## src/assi_pkg.sv

```systemverilog
// package for the sequence input select block
// assumes: one clock domain, classic wishbone register access
`default_nettype none
package assi_pkg;
  localparam int          NUM_STEPS      = 8;
  localparam int          SEL_WIDTH      = 2;
  localparam int          STEP_PITCH     = 4;
  localparam int          STEP_IDX_W     = 3;
  localparam logic [7:0]  SEL_REG_OFFSET = 8'h00;
  localparam logic [7:0]  STAT_REG_OFFSET = 8'h04;
  localparam logic [31:0] SEL_RESET      = 32'h0000_0000;
  localparam logic [31:0] SEL_WMASK      = 32'h3333_3333;
  localparam int          ACK_CYCLES     = 1;
  typedef logic [SEL_WIDTH-1:0] assi_chan_t;
endpackage : assi_pkg
`default_nettype wire

```

## src/assi_step_if.sv

```systemverilog
// interface between register file and step multiplexer
// assumes: both ends on clk_i
`default_nettype none
interface assi_step_if;
  logic [31:0]             sel_word;
  logic [2:0]              step_idx;
  logic                    step_active;
  assi_pkg::assi_chan_t    channel;
  modport regs (output sel_word, output step_idx, output step_active, input channel);
  modport mux  (input sel_word, input step_idx, input step_active, output channel);
endinterface : assi_step_if
`default_nettype wire

```

## src/assi_step_mux.sv

```systemverilog
// picks the channel field of the running step
// assumes: step index stable while step active
`default_nettype none
module assi_step_mux (
  assi_step_if.mux sif
);
  // field base is step * 4, bits [base+1:base]
  function automatic assi_pkg::assi_chan_t field_of(input logic [31:0] w,
                                                   input logic [2:0] s);
    field_of = w[{s, 2'b00} +: assi_pkg::SEL_WIDTH];
  endfunction

  always_comb begin
    sif.channel = field_of(sif.sel_word, sif.step_idx);
  end
endmodule // assi_step_mux
`default_nettype wire

```

## src/assi_top.sv

```systemverilog
// sequence input select: register and step to channel routing
// assumes: sequencer drives step index and step active; wishbone classic
//
// Behaviour
// - step eight uses bits 29:28
// - step seven uses bits 25:24
// - step five uses bits 17:16
// - step four uses bits 13:12
// - step three uses bits 9:8
// - step two uses bits 5:4
// - step one uses bits 1:0
// - mux output selects that step's channel
// - reserved pairs read zero, ignore writes
`default_nettype none
module assi_top (
  input  wire logic        clk_i,
  input  wire logic        rst_i,
  input  wire logic        wb_cyc_i,
  input  wire logic        wb_stb_i,
  input  wire logic        wb_we_i,
  input  wire logic [7:0]  wb_adr_i,
  input  wire logic [3:0]  wb_sel_i,
  input  wire logic [31:0] wb_dat_i,
  output logic      [31:0] wb_dat_o,
  output logic             wb_ack_o,
  output logic             wb_err_o,
  input  wire logic [2:0]  step_idx_i,
  input  wire logic        step_active_i,
  output logic      [1:0]  mux_channel_o,
  output logic             mux_valid_o
);
  logic [31:0] sequence_input_select_reg;
  logic        ack_reg;
  logic        err_reg;
  logic [31:0] rdata_reg;
  logic        req;
  logic        hit_sel;
  logic        hit_stat;
  logic        wr_take;

  assi_step_if sif ();

  // byte enables widened to a bit mask; shared by the write path and its check
  function automatic logic [31:0] lane_mask(input logic [3:0] sel);
    for (int b = 0; b < 4; b++) begin
      lane_mask[b*8 +: 8] = {8{sel[b]}};
    end
  endfunction

  assign req      = wb_cyc_i && wb_stb_i && !ack_reg && !err_reg;
  assign hit_sel  = wb_adr_i == assi_pkg::SEL_REG_OFFSET;
  assign hit_stat = wb_adr_i == assi_pkg::STAT_REG_OFFSET;
  assign wr_take  = ack_reg && wb_cyc_i && wb_stb_i && wb_we_i && hit_sel;

  // one-cycle answer; the gap stops a held strobe from being taken twice
  always_ff @(posedge clk_i) begin
    if (rst_i) begin
      ack_reg <= 1'b0;
      err_reg <= 1'b0;
    end else begin
      ack_reg <= req && (hit_sel || hit_stat);
      err_reg <= req && !(hit_sel || hit_stat);
    end
  end

  // write lands at the ack edge, while the master still holds the request
  always_ff @(posedge clk_i) begin
    if (rst_i) begin
      sequence_input_select_reg <= assi_pkg::SEL_RESET;
    end else if (wr_take) begin
      sequence_input_select_reg <= (sequence_input_select_reg & ~lane_mask(wb_sel_i))
        | (wb_dat_i & lane_mask(wb_sel_i) & assi_pkg::SEL_WMASK);
    end
  end

  // status word shows the live step and channel
  always_ff @(posedge clk_i) begin
    if (rst_i) begin
      rdata_reg <= 32'h0000_0000;
    end else if (req && !wb_we_i) begin
      if (hit_sel) begin
        rdata_reg <= sequence_input_select_reg & assi_pkg::SEL_WMASK;
      end else if (hit_stat) begin
        rdata_reg <= {24'h00_0000, step_active_i, step_idx_i, 2'b00, sif.channel};
      end else begin
        rdata_reg <= 32'h0000_0000;
      end
    end
  end

  assign wb_ack_o = ack_reg;
  assign wb_err_o = err_reg;
  assign wb_dat_o = rdata_reg;

  assign sif.sel_word    = sequence_input_select_reg;
  assign sif.step_idx    = step_idx_i;
  assign sif.step_active = step_active_i;

  assi_step_mux u_mux (
    .sif (sif.mux)
  );

  // channel registered so the analog mux sees a clean level
  always_ff @(posedge clk_i) begin
    if (rst_i) begin
      mux_channel_o <= 2'h0;
      mux_valid_o   <= 1'b0;
    end else begin
      mux_valid_o <= step_active_i;
      if (step_active_i) begin
        mux_channel_o <= sif.channel;
      end
    end
  end
endmodule // assi_top
`default_nettype wire

```

## config.mk

```make
export PLATFORM = sky130hd
export DESIGN_NAME = assi_top
export DESIGN_NICKNAME = d
export VERILOG_FILES = /design/src/assi_pkg.sv /design/src/assi_step_if.sv /design/src/assi_step_mux.sv /design/src/assi_top.sv
export SDC_FILE = /design/constraint.sdc
export NUM_CORES = 1
export LEC_CHECK = 0
export BUFFER_PORTS_ARGS = -buffer_cell sky130_fd_sc_hd__buf_2
export CAP_MARGIN = 20
export CORE_ASPECT_RATIO = 1.2
export CORE_MARGIN = 10
export CORE_UTILIZATION = 38
export DETAILED_ROUTE_END_ITERATION = 6
export PLACE_DENSITY_LB_ADDON = 0.1
export SYNTH_ARGS = -nofsm -noshare
export SYNTH_HDL_FRONTEND = slang
export SYNTH_HIERARCHICAL = 1
export SYNTH_SLANG_ARGS = --single-unit
```

## constraint.sdc

```tcl
create_clock -name clk_i -period 3 [get_ports clk_i]
set_input_delay 0.15 -clock clk_i [delete_from_list [all_inputs] [get_ports clk_i]]
set_output_delay 0.15 -clock clk_i [all_outputs]
set_load 0.05 [all_outputs]
```

==> results.md, run 1 <==
* Status: finished clean
* DRC violations left at 0
* Worst setup path start: wb_ack_o
* Postcts setup bufs at 0
* Site Rows at 29
* PnR Total Power at 999 uW
* H-tree depth at 2
* Post-CTS sizing at 0
* Hold-fix buffers at CTS at 0
* Psw at roughly 260 uW
* Met1 Usage GRT at between 10% and 20%
* Worst Path Max Fanout at 4
* Slowest CP cell: nor4_4
* CP Buf/Inv Count at 0
* Slew at the pin closest to its max-slew limit at ~0.56 ns
* Pin count of the biggest net entering global routing at 40
* Hold slack at about 0.11 ns
* Int Pwr at ~740 uW
* RSZ-0062 raised after global routing: false
* GR Util All Layers at a little over a tenth
* PD cells at 424 mW/mm^2
* Reg power frac at 51.9%
* Setup TNS at 0 ns
* Number of CTS-inserted buffers at 5
* Setup ws final at ~1.4 ns
* Max cap viols at 0
* Drt total wl at 4.74 mm
* Synthesized area at between 0.002 and 0.0025 mm^2
* Syn avg cell area at around 11 um^2
* CP Capture Type: flop
* Initial Util at between 30% and 40%
* Final min period at roughly 1.6 ns
* DRT Pass-1 Iters at 4
* CP Data Required Time at roughly 3.2 ns
* Met2 Use GR at roughly 17%
* Clk_skew at 0.00625 ns
* Die area at around 0.0087 mm^2
* Post-Place Worst Slack at approximately 1.1 ns
* Endpoints failing setup at 0
* Worst reg2reg startpoint: wb_ack_o
* Worst path top cell family by delay: simple AND/OR/NAND/NOR gates
* HP Class: in2reg
* IO Pins at 90
* CP Launch Type: flop
* Die height at 100 um
* Maximum clock path buffer count at 2
* Max Slew Vio Count at 0
* Kind of critical path: reg2reg
* Diodes inserted at 0
* Final hold vios at 0
* Dpl cells at ~290
* DR vias/cell at 4.68
* Global route overflow at 0
* CTS tree: done
* Port buffer count at between 50 and 60
* Sw Share at a little over a quarter
* Antenna Nets Post-Route at 0
* Mapped Cells at between 150 and 200
* Antenna violations before repair at 0
* Sink Count at 39
* Max_slew headroom at between 60% and 70%
* Layout cell share with drive strength beyond 1 at 36.6%
* P_leak at 0.000985 uW
* Vias in the first global route at 1474
* Clock latency on the worst-skew pair at about 0.29 ns
* Crit-path cells: nand4_1 -> nor4_4 -> mux2i_1
* Area Overhead vs Synth at 15.6%
* Initial DRC Count at 34
* M3 GR Usage at roughly 4.2%
* CP max stage delay at ~0.59 ns
* Final worst-path cycle share at roughly 55%
* Max Fclk at between 0.6 and 0.7 GHz
* Fillers at roughly 500
* Share of total power in the clock network at 36.1%
* CTS Root Cell: clkbuf_8
* Busiest grt layer: met2
* Synthesis Warnings at 6
* Reg clk slew, reported paths at ~0.080 ns
* HP Start: wb_dat_i[24]
* Die X-Extent at a little under 90 um
* Cell Count, Final, Fillers Out at 294
* Worst VDD drop at 0.149 mV
* Final net count at ~290
* Core area at between 0.005 and 0.006 mm^2
* Crit path DAT at between 1.5 and 2 ns
* First-pass GRT wire length at around 7.5 mm
* DP HPWL at 3.66 mm
* Power share of the combinational group at roughly an eighth
* Vias at approximately 1400
* Routability cong. at ~0.76
* DR WL/cell at 16.1 um
[final timing paths]
| path | end | slack, ns | cells after the start |
|---|---|---|---|
| setup reg to reg | flop | 1.36 | 3 |
| hold / removal | flop | 0.11 | 3 |
| hold reg to reg | wb_dat_o[8] | 0.46 | 1 |
| setup / recovery | flop | 1.36 | 3 |
[power groups by stage]
| stage | registers [uW] | clock network [uW] | logic [uW] |
|---|---|---|---|
| 2_1_floorplan | 536 | 0 | 97.2 |
| 3_3_place_gp | 531 | 0 | 119 |
| 4_1_cts | 519 | 379 | 120 |
| 5_1_grt | 519 | 394 | 128 |
| 6_report | 519 | 361 | 119 |
| 3_5_place_dp | 531 | 0 | 120 |
[cells in the final DEF (no fill, tap or decap), drive strengths merged]
master,n
nor4,5
mux4,4
nand4bb,1
nor2b,1
mux2,2
buf,59
mux2i,22
or4,1
nor2,4
nand2,2
conb,14
nand4,1
nand2b,48
clkinv,1
o2bb2ai,18
or3,1
dfxtp,39
nor3,1
clkbuf,6
o21ba,1
or4b,1
[routing by layer]
metal  part of all wire, %  wire length, um
met1                    42             2000
met2                    51             2390
met3                   5.8              273
met4                   1.4               65
met5                     0                0
[final cells by class]
class	count	area [um^2]	share of cell area, %
Timing Repair Buffer	59	295	12.5
Tap cell	62	77.6	3.29
Clock buffer	6	82.6	3.50
Multi-Input combinational cell	127	1120	47.4
Sequential cell	39	781	33.1
Clock inverter	1	5.00	0.212
[per-stage QoR]
stage          instance area, um^2  utilization (%)
5_1_grt                       2360             44.8
3_5_place_dp                  2270             43.2
3_3_place_gp                  2270             43.2
4_1_cts                       2360             44.8
6_report                      2360             44.8
2_1_floorplan                 2090                -
[worst min-delay path, cell delays in order]
cell and delay, ns:
buf_2 0.09, nand2b_1 0.05, mux2i_1 0.06
(Power assumes the default switching activity.)
==> run 2: changes to the inputs <==
==> constraint.sdc (replaced) <==
create_clock -name clk_i -period 1.6 [get_ports clk_i]
set_input_delay 0.08 -clock clk_i [delete_from_list [all_inputs] [get_ports clk_i]]
set_output_delay 0.08 -clock clk_i [all_outputs]
set_load 0.05 [all_outputs]
==> run 2 against run 1 <==
Against the previous run:
- total power up 110%
- via count up 4.9%
- core utilization up 3.2 points
- setup slack worse by 1.3 ns
- clock power rose to 2.5 times the previous value
- combinational power up 96%
- cell area up 7.1%
- global-route usage up 1.0 points
- final cell count up 5.1%
- clock skew about the same
- worst hold slack worse by 0.083 ns
- critical path depth unchanged
==> results.md, run 2 (synthesized netlist as in run 1, its figures left out) <==
* CTS tree: done
* DR vias/cell at around 4.7
* Max Slew Vio Count at 0
* P_leak at 0.00108 uW
* Post-CTS sizing at 0
* Commonest cells after routing, fill and taps aside: 59 x buf_2, 48 x nand2b_1, 37 x dfxtp_1
* R2r endpoint: wb_dat_o[8]
* Vias at ~1400
* Reg clk slew, reported paths at roughly 0.080 ns
* RSZ-0062 raised after global routing: false
* Die area at between 0.008 and 0.009 mm^2
* Pin count of the biggest net entering global routing at 34
* Die height at between 100 and 150 um
* DRT Pass-1 Iters at 4
* Final min period at roughly 1.5 ns
* GR Util All Layers at about an eighth
* Core area at approximately 0.0053 mm^2
* Vias in the first global route at ~1600
* DRC violations left at 0
* Worst r2r path cells at 3
* PnR Total Power at 2120 uW
* Setup ws final at around 0.11 ns
* Worst Hold Path EP: wb_err_o
* IO Pins at 90
* Initial DRC Count at 49
* Worst setup path start: wb_ack_o
* Hold path cells at 2
* Max_slew headroom at about three fifths
* Port buffer count at a little under 60
* Reg-to-reg setup timing slack at around 0.11 ns
* DP HPWL at 3.80 mm
* Maximum clock path buffer count at 2
* Number of CTS-inserted buffers at 5
* Max Fclk at 0.669 GHz
* Postcts setup bufs at 0
* Slew at the pin closest to its max-slew limit at about 0.6 ns
* HP Class: in2reg
* Status: finished clean
* DR WL/cell at approximately 16 um
* Hold slack at 0.0255 ns
* HP Start: rst_i
* Worst Path Max Fanout at 18
* Drt total wl at slightly below 5 mm
* Diodes inserted at 0
* Crit path DAT at ~1.7 ns
* Endpoints failing setup at 0
* Max cap viols at 0
* Worst reg2reg startpoint: wb_ack_o
* H-tree depth at 2
* Antenna Nets Post-Route at 0
* Kind of critical path: reg2reg
* CP Launch Type: flop
* Final hold vios at 0
* CP Capture Type: flop
* Routability cong. at between 0.7 and 0.8
* PD cells at between 800 and 900 mW/mm^2
* Hold-fix buffers at CTS at 0
* Initial Util at between 30% and 40%
* First-pass GRT wire length at 8.37 mm
* Setup TNS at 0 ns
* Area Overhead vs Synth at 23.8%
* Final worst-path cycle share at 93.4%
* Worst VDD drop at 0.340 mV
* Clk_skew at between 0.006 and 0.007 ns
* Global route overflow at 0
* CTS Root Cell: clkbuf_8
* CP Data Required Time at 1.82 ns
* Site Rows at 29
* Commonest non-fill, non-tap cell in the layout: buf_2
* Post-Place Worst Slack at -0.0513 ns
* Antenna violations before repair at 0
* Layout cell share with drive strength beyond 1 at around two fifths
* Die X-Extent at between 80 and 90 um
* Sink Count at 39
* Clock latency on the worst-skew pair at about 0.29 ns
* Final net count at ~300
[run 2: critical path, cell delays in order (launching register included)]
cell and delay [ns]:
dfxtp_4 0.35, nand4bb_4 0.21, or4b_4 0.67, o2bb2ai_1 0.19
[run 2: how the worst max path moves through the flow]
stage | endpoint | depth (start not counted)
after floorplan | wb_dat_o[12] | 6
after global placement | wb_dat_o[6] | 4
after detailed placement | wb_dat_o[1] | 4
after CTS | wb_dat_o[29] | 3
after global routing | wb_dat_o[6] | 3
final | wb_dat_o[8] | 3
[run 2: final cells by class]
type                       instances  area [um^2]
timing repair buffer              73          400
clock buffer                       7         97.6
sequential                        39          786
multi-input combinational        127         1130
fill                             506         2740
tap                               62         77.6
clock inverter                     1         30.0
[run 2: report_power, final]
part	internal (uW)	switching (uW)	leakage [uW]
Clock	561	353	0.0000636
Combinational	76.8	157	0.000698
Sequential	970	0.724	0.000316
Total	1610	511	0.00108
[run 2: metal layers]
metal	routed length (um)	part of all wire [%]	global-route usage [%]	up-vias
met4	55	1.1	3.37	0
li1	-	-	-	733
met1	2170	44	14.8	670
met3	326	6.6	4.38	6
met5	0	0	0	-
met2	2410	49	18.5	35
[run 2: metrics by stage]
step	util (%)	instances	area, um^2
2_1_floorplan	-	194	2110
3_3_place_gp	45.6	301	2400
3_5_place_dp	45.6	301	2400
4_1_cts	48.0	309	2520
5_1_grt	48.0	309	2520
6_report	48.0	309	2520
==> run 3: changes to the inputs <==
--- a/config.mk
+++ b/config.mk
@@ -10,8 +10,9 @@
 export CORE_ASPECT_RATIO = 1.2
 export CORE_MARGIN = 10
 export CORE_UTILIZATION = 38
+export CTS_BUF_LIST = sky130_fd_sc_hd__clkbuf_4 sky130_fd_sc_hd__clkbuf_8 sky130_fd_sc_hd__clkbuf_16
 export DETAILED_ROUTE_END_ITERATION = 6
-export PLACE_DENSITY_LB_ADDON = 0.1
+export PLACE_DENSITY_LB_ADDON = 0.12
 export SYNTH_ARGS = -nofsm -noshare
 export SYNTH_HDL_FRONTEND = slang
 export SYNTH_HIERARCHICAL = 1
==> run 3 against run 2 <==
Against the previous run:
- cell area fell by 1.3%
- first-iteration DRC count fell by 16%
- register-to-register slack got worse by 0.03 ns
- setup slack got worse by 0.026 ns
- largest cell class unchanged
- sequential share of layout area rose by 0.41 points
==> results.md, run 3 (synthesized netlist as in run 1, its figures left out) <==
* Status: finished clean
* R2r endpoint: wb_dat_o[7]
* Setup crit end: wb_dat_o[7]
* CP Launch Type: flop
* Vias at 1424
* Hold slack at between 0.03 and 0.04 ns
* Clk_skew at 0.0113 ns
* HP Start: wb_dat_i[0]
* Power share of the combinational group at between 10% and 20%
* Antenna Nets Post-Route at 0
* Post-CTS sizing at 0
* Reg clk slew, reported paths at 0.08 ns
* First-pass GRT wire length at between 7 and 8 mm
* Postcts setup bufs at 0
* Max Fclk at 0.658 GHz
* HP Class: in2reg
* Routability cong. at 0.745
* Dpl cells at between 200 and 300
* Int Pwr at between 1500 and 2000 uW
* Cell Count, Final, Fillers Out at 306
* Setup ws final at between 0.08 and 0.09 ns
* Kind of critical path: reg2reg
* CTS Root Cell: clkbuf_8
* Die area at 0.00871 mm^2
* Pin count of the biggest net entering global routing at 23
* Worst r2r path cells at 3
* Max Slew Vio Count at 0
* DRC violations left at 0
* Maximum clock path buffer count at 2
* Fillers at 498
* Final worst-path cycle share at between 90% and 100%
* RSZ-0062 raised after global routing: false
* CP Data Required Time at 1.82 ns
* Slew at the pin closest to its max-slew limit at 0.601 ns
* Post-DP Area at 0.00237 mm^2
* Area Overhead vs Synth at 22.2%
* Hold-fix buffers at CTS at 0
* Sink Count at 39
* PnR Total Power at 2050 uW
* Commonest cells after routing, fill and taps aside: 59 x buf_2, 48 x nand2b_1, 37 x dfxtp_1
* Die X-Extent at around 87 um
* CP Capture Type: flop
* Die height at between 100 and 150 um
* Multi-input logic area at 0.00113 mm^2
* Final net count at 296
* Layout cell share with drive strength beyond 1 at 41.0%
* Max cap viols at 0
* DP HPWL at 3.67 mm
* Number of CTS-inserted buffers at 5
* Port buffer count at 59
* Share of total power in the clock network at around two fifths
* DR vias/cell at 4.65
* CTS tree: done
* Post-Place Worst Slack at -0.0536 ns
* Cell count along the critical path at 3
* Worst reg2reg startpoint: wb_err_o
* DR WL/cell at 15.5 um
* Sw Share at 24.5%
* Vias in the first global route at 1522
* Global route overflow at 0
* PD cells at approximately 820 mW/mm^2
* Worst setup path start: wb_err_o
* Endpoints failing setup at 0
* Diodes inserted at 0
* Max_slew headroom at between 50% and 60%
* Clock latency on the worst-skew pair at ~0.3 ns
* Final min period at ~1.5 ns
* DRT Pass-1 Iters at 4
* Crit-path cells: nand4bb_4 -> or4b_4 -> o2bb2ai_1
* Final instance area at approximately 0.0025 mm^2
* Storage element area at a little under 800 um^2
* Initial DRC Count at slightly above 40
* Slowest CP cell: or4b_4
* P_leak at approximately 0.0011 uW
* Initial Util at ~39%
* CP Buf/Inv Count at 0
* Antenna violations before repair at 0
* Drt total wl at approximately 4.7 mm
* IO Pins at 90
* Worst path top cell family by delay: simple AND/OR/NAND/NOR gates
* H-tree depth at 2
* Crit path DAT at roughly 1.7 ns
* Worst Path Max Fanout at 18
* Reg power frac at a little under half
* GR Util All Layers at between 10 and 15%
* Core area at approximately 0.0053 mm^2
* Site Rows at 29
* Worst VDD drop at around 0.38 mV
* Commonest non-fill, non-tap cell in the layout: buf_2
* Psw at 502 uW
* CP max stage delay at roughly 0.67 ns
* Reg-to-reg setup timing slack at 0.08 ns
* Final hold vios at 0
-- run 3: per-layer routing --
layer / vias up / wire length [um] / global-route usage, %
met2: 44 / 2140 / 16.7
met3: 8 / 348 / 4.38
met4: 0 / 101 / 4.99
li1: 726 / - / -
met1: 646 / 2150 / 13.6
met5: - / 0 / 0
-- run 3: how the worst min path moves through the flow --
stage               cells after the start          end
finish                                  3         flop
global route                            3         flop
CTS                                     3         flop
detailed placement                      3         flop
global placement                        3         flop
floorplan                               1  mux_valid_o
-- run 3: stage by stage --
| stage | utilization, % | TNS, ns |
|---|---|---|
| final | 47.4 | 0 |
| after floorplan | - | -0.724 |
| after global placement | 45.1 | -0.454 |
| after global routing | 47.4 | 0 |
| after CTS | 47.4 | 0 |
| after detailed placement | 45.1 | -0.549 |
-- run 3: cell type report --
type / instances / area share (%)
sequential: 39 / 31.5
tap: 62 / 3.11
clock inverter: 2 / 1.41
multi-input combinational: 127 / 45.5
clock buffer: 6 / 3.31
timing repair buffer: 70 / 15.2
-- run 3: worst reg2reg max path, stage by stage (launching register included) --
cell and delay, ns:
dfxtp_2 0.33, nand4bb_4 0.24, or4b_4 0.67, o2bb2ai_1 0.21
-- run 3: power by group through the flow --
stage / Combinational [uW] / Clock, uW / Sequential (uW)
finish: 234 / 849 / 972
global route: 253 / 899 / 971
CTS: 236 / 872 / 971
detailed placement: 236 / 0 / 994
global placement: 235 / 0 / 994
floorplan: 186 / 0 / 1000
